## src/rtl/ddss_pkg.sv

```systemverilog
// shared constants of the driver diagnostic status and serial port block
package ddss_pkg;
  // ----------------------------------------------------------------
  // clock and timing
  // ----------------------------------------------------------------
  localparam int CLK_MHZ  = 20;
  localparam int FILT_NS  = 30;
  localparam int FILT_RAW = (FILT_NS * CLK_MHZ) / 1000;
  localparam int FILT_CYC = (FILT_RAW < 1) ? 1 : FILT_RAW;
  localparam int FCNT_W   = 4;
  // ----------------------------------------------------------------
  // serial frame and status layout
  // ----------------------------------------------------------------
  localparam int FRAME_BITS = 20;
  localparam int STAT_W     = 8;
  localparam int UPPER_W    = FRAME_BITS - STAT_W;
  localparam int BCNT_W     = 5;
  localparam int BIT_STST   = 7;
  localparam int BIT_OL_B   = 6;
  localparam int BIT_OL_A   = 5;
  localparam int BIT_GS_B   = 4;
  localparam int BIT_GS_A   = 3;
  localparam int BIT_OVERTEMP_PREWARN   = 2;
  localparam int BIT_OT     = 1;
  localparam int BIT_STALL  = 0;
  // ----------------------------------------------------------------
  // protection
  // ----------------------------------------------------------------
  localparam int CUR_W      = 8;
  localparam int OL_SHIFT   = 4;
  localparam int SCNT_W     = 2;
  localparam logic [SCNT_W-1:0] SHORT_LIMIT = 2'h3;
endpackage : ddss_pkg

```

## src/rtl/ddss_sync_filt.sv

```systemverilog
// two-stage synchroniser with glitch filter for pin inputs
`timescale 1ns/100ps
`default_nettype none
module ddss_sync_filt #(
  parameter int W = 4
) (
  input  wire logic         clk_i,
  input  wire logic         reset_i,
  input  wire logic [W-1:0] pin_i,
  input  wire logic [W-1:0] rst_val_i,
  output logic      [W-1:0] filt_o
);
  logic [W-1:0] meta_r;
  logic [W-1:0] sync_r;

  always_ff @(posedge clk_i) begin
    meta_r <= pin_i;
    sync_r <= meta_r;
  end

  // ----------------------------------------------------------------
  // per bit: new level taken only after it stands long enough
  // ----------------------------------------------------------------
  for (genvar i = 0; i < W; i++) begin : g_bit
    logic [ddss_pkg::FCNT_W-1:0] cnt_r;
    always_ff @(posedge clk_i) begin
      if (reset_i) begin
        cnt_r     <= '0;
        filt_o[i] <= rst_val_i[i];
      end else if (sync_r[i] == filt_o[i]) begin
        cnt_r <= '0;
      end else if (cnt_r == ddss_pkg::FCNT_W'(ddss_pkg::FILT_CYC - 1)) begin
        cnt_r     <= '0;
        filt_o[i] <= sync_r[i];
      end else begin
        cnt_r <= cnt_r + 1'b1;
      end
    end
  end
endmodule : ddss_sync_filt
`default_nettype wire

```

## src/rtl/ddss_short_guard.sv

```systemverilog
// short counter and latched shutdown for one bridge
`timescale 1ns/100ps
`default_nettype none
module ddss_short_guard (
  input  wire logic clk_i,
  input  wire logic reset_i,
  input  wire logic disabled_i,
  input  wire logic short_i,
  input  wire logic pol_chg_i,
  output logic      shut_o,
  output logic      abort_o
);
  logic [ddss_pkg::SCNT_W-1:0] cnt_r;
  logic [ddss_pkg::SCNT_W-1:0] cnt_nxt;
  wire inc = short_i && cnt_r != ddss_pkg::SHORT_LIMIT;
  wire dec = pol_chg_i && cnt_r != '0;

  assign cnt_nxt = cnt_r + ddss_pkg::SCNT_W'(inc) - ddss_pkg::SCNT_W'(dec);

  always_ff @(posedge clk_i) begin
    if (reset_i || disabled_i) begin
      cnt_r   <= '0;
      shut_o  <= 1'b0;
      abort_o <= 1'b0;
    end else begin
      cnt_r   <= shut_o ? cnt_r : cnt_nxt;
      shut_o  <= shut_o || cnt_nxt == ddss_pkg::SHORT_LIMIT;
      abort_o <= short_i;
    end
  end
endmodule : ddss_short_guard
`default_nettype wire

```

## src/rtl/ddss_top.sv

```systemverilog
// diagnostic status bits and system-clock serial port of the driver
// Notes on behaviour
// - coil without chopper event sets open load
// - only current above max/16 clears open load
// - short ends running chopper cycle
// - each short counts the short counter up
// - each polarity change counts it down
// - count of three shuts driver off, latched
// - disable then enable clears short shutdown
// - ground short flags per high side bridge
// - overtemperature shutdown reported at bit one
// - stall flag at bit zero and pin
// - serial pins sampled by system clock
// - serial and enable inputs glitch filtered
// - input data captured on rising edge
// - output data changes after falling edge
`timescale 1ns/100ps
`default_nettype none
module ddss_top (
  input  wire logic                            clk_i,
  input  wire logic                            reset_i,
  input  wire logic                            sck_i,
  input  wire logic                            sdi_i,
  input  wire logic                            chip_select_n_i,
  input  wire logic                            driver_enable_n_i,
  input  wire logic                            pol_a_i,
  input  wire logic                            pol_b_i,
  input  wire logic                            chop_evt_a_i,
  input  wire logic                            chop_evt_b_i,
  input  wire logic [ddss_pkg::CUR_W-1:0]      cur_a_i,
  input  wire logic [ddss_pkg::CUR_W-1:0]      cur_b_i,
  input  wire logic [ddss_pkg::CUR_W-1:0]      cur_max_i,
  input  wire logic                            short_a_i,
  input  wire logic                            short_b_i,
  input  wire logic                            overtemp_shutdown_i,
  input  wire logic                            overtemp_prewarn_i,
  input  wire logic                            load_stall_i,
  input  wire logic                            standstill_i,
  input  wire logic [ddss_pkg::UPPER_W-1:0]    read_upper_i,
  output logic                                 sdo_o,
  output logic                                 sdo_oe_o,
  output logic                                 load_stall_flag_o,
  output logic                                 driver_on_o,
  output logic                                 chop_abort_a_o,
  output logic                                 chop_abort_b_o,
  output logic [ddss_pkg::STAT_W-1:0]          status_o,
  output logic [ddss_pkg::FRAME_BITS-1:0]      wr_data_o,
  output logic                                 wr_valid_o
);
  // ----------------------------------------------------------------
  // pin synchronisation and filtering
  // ----------------------------------------------------------------
  logic [3:0] pins_f;
  logic       sck_f;
  logic       sdi_f;
  logic       csn_f;
  logic       enn_f;

  ddss_sync_filt #(.W(4)) u_filt (
    .clk_i     (clk_i),
    .reset_i   (reset_i),
    .pin_i     ({driver_enable_n_i, chip_select_n_i, sdi_i, sck_i}),
    .rst_val_i (4'hc),
    .filt_o    (pins_f)
  );

  assign sck_f = pins_f[0];
  assign sdi_f = pins_f[1];
  assign csn_f = pins_f[2];
  assign enn_f = pins_f[3];

  // ----------------------------------------------------------------
  // open load detection
  // ----------------------------------------------------------------
  function automatic logic ol_clear(input logic [ddss_pkg::CUR_W-1:0] cur,
                                    input logic [ddss_pkg::CUR_W-1:0] cmax);
    ol_clear = cur > (cmax >> ddss_pkg::OL_SHIFT);
  endfunction : ol_clear

  function automatic logic ol_next(input logic ol, input logic seen,
                                   input logic chg, input logic clr);
    ol_next = (chg && !seen) || (ol && !clr);
  endfunction : ol_next

  logic pol_a_r;
  logic pol_b_r;
  logic seen_a_r;
  logic seen_b_r;
  logic ol_a_r;
  logic ol_b_r;

  wire chg_a    = pol_a_i != pol_a_r;
  wire chg_b    = pol_b_i != pol_b_r;
  wire seen_a   = seen_a_r || chop_evt_a_i;
  wire seen_b   = seen_b_r || chop_evt_b_i;
  wire clr_a    = ol_clear(cur_a_i, cur_max_i);
  wire clr_b    = ol_clear(cur_b_i, cur_max_i);
  wire ol_a_nxt = ol_next(ol_a_r, seen_a, chg_a, clr_a);
  wire ol_b_nxt = ol_next(ol_b_r, seen_b, chg_b, clr_b);

  always_ff @(posedge clk_i) begin
    if (reset_i) begin
      pol_a_r  <= 1'b0;
      pol_b_r  <= 1'b0;
      seen_a_r <= 1'b0;
      seen_b_r <= 1'b0;
      ol_a_r   <= 1'b0;
      ol_b_r   <= 1'b0;
    end else begin
      pol_a_r  <= pol_a_i;
      pol_b_r  <= pol_b_i;
      seen_a_r <= seen_a && !chg_a;
      seen_b_r <= seen_b && !chg_b;
      ol_a_r   <= ol_a_nxt;
      ol_b_r   <= ol_b_nxt;
    end
  end

  // ----------------------------------------------------------------
  // short protection per bridge
  // ----------------------------------------------------------------
  logic shut_a;
  logic shut_b;

  ddss_short_guard u_guard_a (
    .clk_i      (clk_i),
    .reset_i    (reset_i),
    .disabled_i (enn_f),
    .short_i    (short_a_i),
    .pol_chg_i  (chg_a),
    .shut_o     (shut_a),
    .abort_o    (chop_abort_a_o)
  );

  ddss_short_guard u_guard_b (
    .clk_i      (clk_i),
    .reset_i    (reset_i),
    .disabled_i (enn_f),
    .short_i    (short_b_i),
    .pol_chg_i  (chg_b),
    .shut_o     (shut_b),
    .abort_o    (chop_abort_b_o)
  );

  // ----------------------------------------------------------------
  // status word
  // ----------------------------------------------------------------
  logic [ddss_pkg::STAT_W-1:0] stat_w;

  always_comb begin
    stat_w                      = '0;
    stat_w[ddss_pkg::BIT_STST]  = standstill_i;
    stat_w[ddss_pkg::BIT_OL_B]  = ol_b_r;
    stat_w[ddss_pkg::BIT_OL_A]  = ol_a_r;
    stat_w[ddss_pkg::BIT_GS_B]  = shut_b;
    stat_w[ddss_pkg::BIT_GS_A]  = shut_a;
    stat_w[ddss_pkg::BIT_OVERTEMP_PREWARN]  = overtemp_prewarn_i;
    stat_w[ddss_pkg::BIT_OT]    = overtemp_shutdown_i;
    stat_w[ddss_pkg::BIT_STALL] = load_stall_i;
  end

  always_ff @(posedge clk_i) begin
    if (reset_i) begin
      status_o          <= '0;
      load_stall_flag_o <= 1'b0;
      driver_on_o       <= 1'b0;
    end else begin
      status_o          <= stat_w;
      load_stall_flag_o <= load_stall_i;
      driver_on_o       <= !enn_f && !shut_a && !shut_b && !overtemp_shutdown_i;
    end
  end

  // ----------------------------------------------------------------
  // serial port on system clock
  // ----------------------------------------------------------------
  logic                             sck_q_r;
  logic                             csn_q_r;
  logic [ddss_pkg::FRAME_BITS-1:0]  sh_in_r;
  logic [ddss_pkg::FRAME_BITS-1:0]  sh_out_r;
  logic [ddss_pkg::BCNT_W-1:0]      bcnt_r;
  logic [ddss_pkg::BCNT_W-1:0]      bcnt_base;
  logic [ddss_pkg::BCNT_W-1:0]      bcnt_nxt;

  wire sck_rise = sck_f && !sck_q_r && !csn_f;
  wire sck_fall = !sck_f && sck_q_r && !csn_f;
  wire csn_fall = !csn_f && csn_q_r;
  wire csn_rise = csn_f && !csn_q_r;
  wire full     = bcnt_r == ddss_pkg::BCNT_W'(ddss_pkg::FRAME_BITS);
  wire [ddss_pkg::FRAME_BITS-1:0] resp = {read_upper_i, stat_w};

  // select fall and first rising edge in one cycle restart the count at one
  assign bcnt_base = csn_fall ? '0 : bcnt_r;
  assign bcnt_nxt  = (sck_rise && bcnt_base != ddss_pkg::BCNT_W'(ddss_pkg::FRAME_BITS))
                     ? bcnt_base + 1'b1 : bcnt_base;

  always_ff @(posedge clk_i) begin
    if (reset_i) begin
      sck_q_r    <= 1'b0;
      csn_q_r    <= 1'b1;
      sh_in_r    <= '0;
      sh_out_r   <= '0;
      bcnt_r     <= '0;
      sdo_o      <= 1'b0;
      sdo_oe_o   <= 1'b0;
      wr_data_o  <= '0;
      wr_valid_o <= 1'b0;
    end else begin
      sck_q_r    <= sck_f;
      csn_q_r    <= csn_f;
      sdo_oe_o   <= !csn_f;
      wr_valid_o <= csn_rise && full;
      if (csn_rise && full) begin
        wr_data_o <= sh_in_r;
      end
      bcnt_r     <= bcnt_nxt;
      if (csn_fall) begin
        sdo_o    <= resp[ddss_pkg::FRAME_BITS-1];
        sh_out_r <= {resp[ddss_pkg::FRAME_BITS-2:0], 1'b0};
      end else if (sck_fall) begin
        sdo_o    <= sh_out_r[ddss_pkg::FRAME_BITS-1];
        sh_out_r <= {sh_out_r[ddss_pkg::FRAME_BITS-2:0], 1'b0};
      end
      if (sck_rise) begin
        sh_in_r <= {sh_in_r[ddss_pkg::FRAME_BITS-2:0], sdi_f};
      end
    end
  end
endmodule : ddss_top
`default_nettype wire

```

## config.mk

```make
export PLATFORM = sky130hd
export DESIGN_NAME = ddss_top
export DESIGN_NICKNAME = d
export VERILOG_FILES = /design/src/rtl/ddss_pkg.sv /design/src/rtl/ddss_sync_filt.sv /design/src/rtl/ddss_short_guard.sv /design/src/rtl/ddss_top.sv
export SDC_FILE = /design/constraint.sdc
export NUM_CORES = 1
export LEC_CHECK = 0
export ABC_AREA = 1
export BUFFER_PORTS_ARGS = -buffer_cell sky130_fd_sc_hd__buf_2
export CAP_MARGIN = 10
export CORE_MARGIN = 2
export CORE_UTILIZATION = 29
export DETAILED_ROUTE_END_ITERATION = 6
export PLACE_DENSITY = 0.52
export SKIP_CTS_REPAIR_TIMING = 1
export SYNTH_ARGS = -nofsm -noshare
export SYNTH_HDL_FRONTEND = slang
export SYNTH_SLANG_ARGS = --single-unit
export TNS_END_PERCENT = 20
```

## constraint.sdc

```tcl
create_clock -name clk_i -period 4.7 [get_ports clk_i]
set_input_delay 0.47 -clock clk_i [delete_from_list [all_inputs] [get_ports clk_i]]
set_output_delay 0.47 -clock clk_i [all_outputs]
set_load 0.05 [all_outputs]
```

==> impl_metrics.tcl <==
set metrics [dict create \
    insertion_delay_ns 0.41 \
    holdPathStages 1 \
    diodes 0 \
    synth_common_cells "nand2_1, dfxtp_1, nor2_1" \
    synth_fp_nets 705 \
    first_pass_iters 4 \
    synth-seq-area-share_pct 50.0 \
    drt.antenna.violating_nets 0 \
    cp_max_fo 33 \
    dpl.hpwl_um 6610 \
    rr_worst_depth 6 \
    final-hold-violation-count 0 \
    synth_edf_count 0 \
    power.density_nw_per_um2 405 \
    arrival_ns 2.78 \
    drt-total-wl_um 10200 \
    cts_inserted_buffers 17 \
    final_nets 781 \
    hp-class "in2reg" \
    root_buffer "clkbuf_16" \
    ys.flop_type "dfxtp_1" \
    vias 4017 \
    hp-start "chip_select_n_i" \
    worstMarginPinSlew_ns 1.01 \
    synth_seq_cells 120 \
    rr_startpoint "u_filt.filt_o[2]" \
    end_kind "register" \
    io_buffer_count 82 \
    drv_slew 0 \
    synthCells 631 \
    yosysTopAreaCellShare_pct 50.0 \
    area_delta_synth_final_pct 24.0 \
    via_per_inst 4.27 \
    post-route-period-util_pct 52.0 \
    detail_route.wl_per_cell_um 10.9 \
    drc 0 \
    synth_area_um2 4810 \
    fin_crit_ns 2.44 \
    holdWs_ns 0.158 \
    fillerInstances 1739 \
    path_class "reg2reg" \
    grt_pass1_wl_um 17300 \
    ios 87 \
    die_area_um2 17600 \
    yosysTopAreaCell "dfxtp_1" \
    ys_types 23 \
    setup_viol 0 \
    cts_buffer_depth 2 \
    grt_usage_pct 12.3 \
    layout-drive-gt1-share_pct 16.4 \
    rsz0062_at_grt "no" \
    die_h_um 133 \
    clock_skew_ns 0.00719 \
    cts_tree "done" \
    initial_utilization_pct 29.3 \
    antenna_found_initial 0 \
    fmax_mhz 409 \
    cts.htree.levels 4 \
    critical_path_required_ns 5.04 \
    die_w_um 133 \
    outcome "finished clean" \
    crit_start "u_filt.filt_o[2]" \
    synth-warning-count 0 \
    synthArstFlopShare_pct 0 \
    cp-start-kind "register" \
    core_um2 16400 \
    cts.clk_slew.worst_paths_ns 0.05 \
    grt_remaining_overflow 0 \
    routabilityCongestion 0.761 \
    clock-sinks 120 \
    setup-tns-final_ns 0 \
    avgSynthCellArea_um2 7.62 \
    grt_max_degree 60 \
    synthTopCellsByArea "dfxtp_1, nand2_1, a21oi_1, ha_1, nor2_1" \
    drt_iter0_drc 215 \
    yosysMostFrequentCell "nand2_1" \
    grt_pass1_vias 3645 \
    vdd_drop_max_mv 0.252 \
    relSlewSlack_pct 32.5 \
    leakagePower_nw 2.63 \
    rows 47 \
    cap_violations 0 \
]
-- kinds of logic after synthesis --
kind of cell    after synthesis  synth area share, %
buf+inv                      93                 7.65
simple gates                284                 23.8
compound gates               98                 10.3
flops                       120                 50.0
fa+ha+maj                    22                 5.73
xor+xnor                     14                 2.55
-- worst max-delay path: stages, from the launching register on --
cell	delay (ns)
dfxtp_1	0.42
inv_2	0.10
nand2_2	0.45
nand2_1	0.70
inv_1	0.44
nand2_1	0.09
a21oi_1	0.14
-- placed cells by master (no fill, tap or decap) --
cell type   count
o21ai_0        32
a21oi_1        63
inv_1          64
xnor2_1         7
xor2_1          7
nand2_1       162
clkbuf_16      17
dfxtp_1       120
o21a_1          1
nor3_1          4
bufinv_16       1
nand2_2         1
clkbuf_8        4
o21ai_1         1
inv_2           1
a31oi_1         1
buf_2          82
nand4_1         2
nor4_1          1
buf_4           3
clkinv_2        5
nand3_1        44
nor2_1         68
ha_1           22
clkbuf_1        3
clkinvlp_4      2
nor3_2          2
-- final cells by class --
type / count / area, µm² / share of cell area, %
timing repair buffer: 85 / 433 / 7.27
multi-input combinational: 418 / 2040 / 34.3
sequential: 120 / 2400 / 40.3
clock inverter: 8 / 70.1 / 1.18
inverter: 65 / 244 / 4.10
clock buffer: 24 / 492 / 8.25
tap: 220 / 275 / 4.62
-- worst paths after layout --
check	end	slack [ns]
setup reg to reg	sh_out_r[8]	2.26
hold / removal	u_filt.meta_r[2]	0.16
setup / recovery	sh_out_r[8]	2.26
hold reg to reg	u_filt.sync_r[3]	0.33
-- flip-flops by register name, indices dropped and copies added, names as in the netlist, 2 cells and up --
register / flops
bcnt_r: 5
wr_data_o: 20
u_guard_a.cnt_r: 2
u_filt.g_bit.cnt_r: 16
u_filt.sync_r: 4
sh_in_r: 20
u_guard_b.cnt_r: 2
u_filt.filt_o: 4
u_filt.meta_r: 4
status_o: 8
sh_out_r: 19
-- where the power goes --
group	internal (mW)	switching, mW
clock network	0.777	0.444
registers	1.04	0.0114
logic	0.0467	0.0909
-- stage by stage --
step / cells / total power [mW] / utilization (%) / worst slack (ns) / area [µm²]
floorplan: 631 / 1.17 / - / 2.98 / 4810
global placement: 908 / 1.21 / 32.9 / 2.25 / 5400
detailed placement: 908 / 1.21 / 32.9 / 2.24 / 5400
CTS: 940 / 2.45 / 36.3 / 2.22 / 5960
global route: 940 / 2.53 / 36.3 / 1.93 / 5960
finish: 940 / 2.41 / 36.3 / 2.26 / 5960
-- per-layer routing --
metal / track usage, % / share of wire, % / up-vias / routed length, µm
met5: 0 / 0 / - / 0
met4: 4.48 / 1.4 / 0 / 142
met3: 4.94 / 4.7 / 12 / 483
met2: 18.7 / 43 / 76 / 4410
met1: 15.8 / 51 / 1780 / 5180
li1: - / - / 2149 / -
Power figures use the tool's default switching activity.
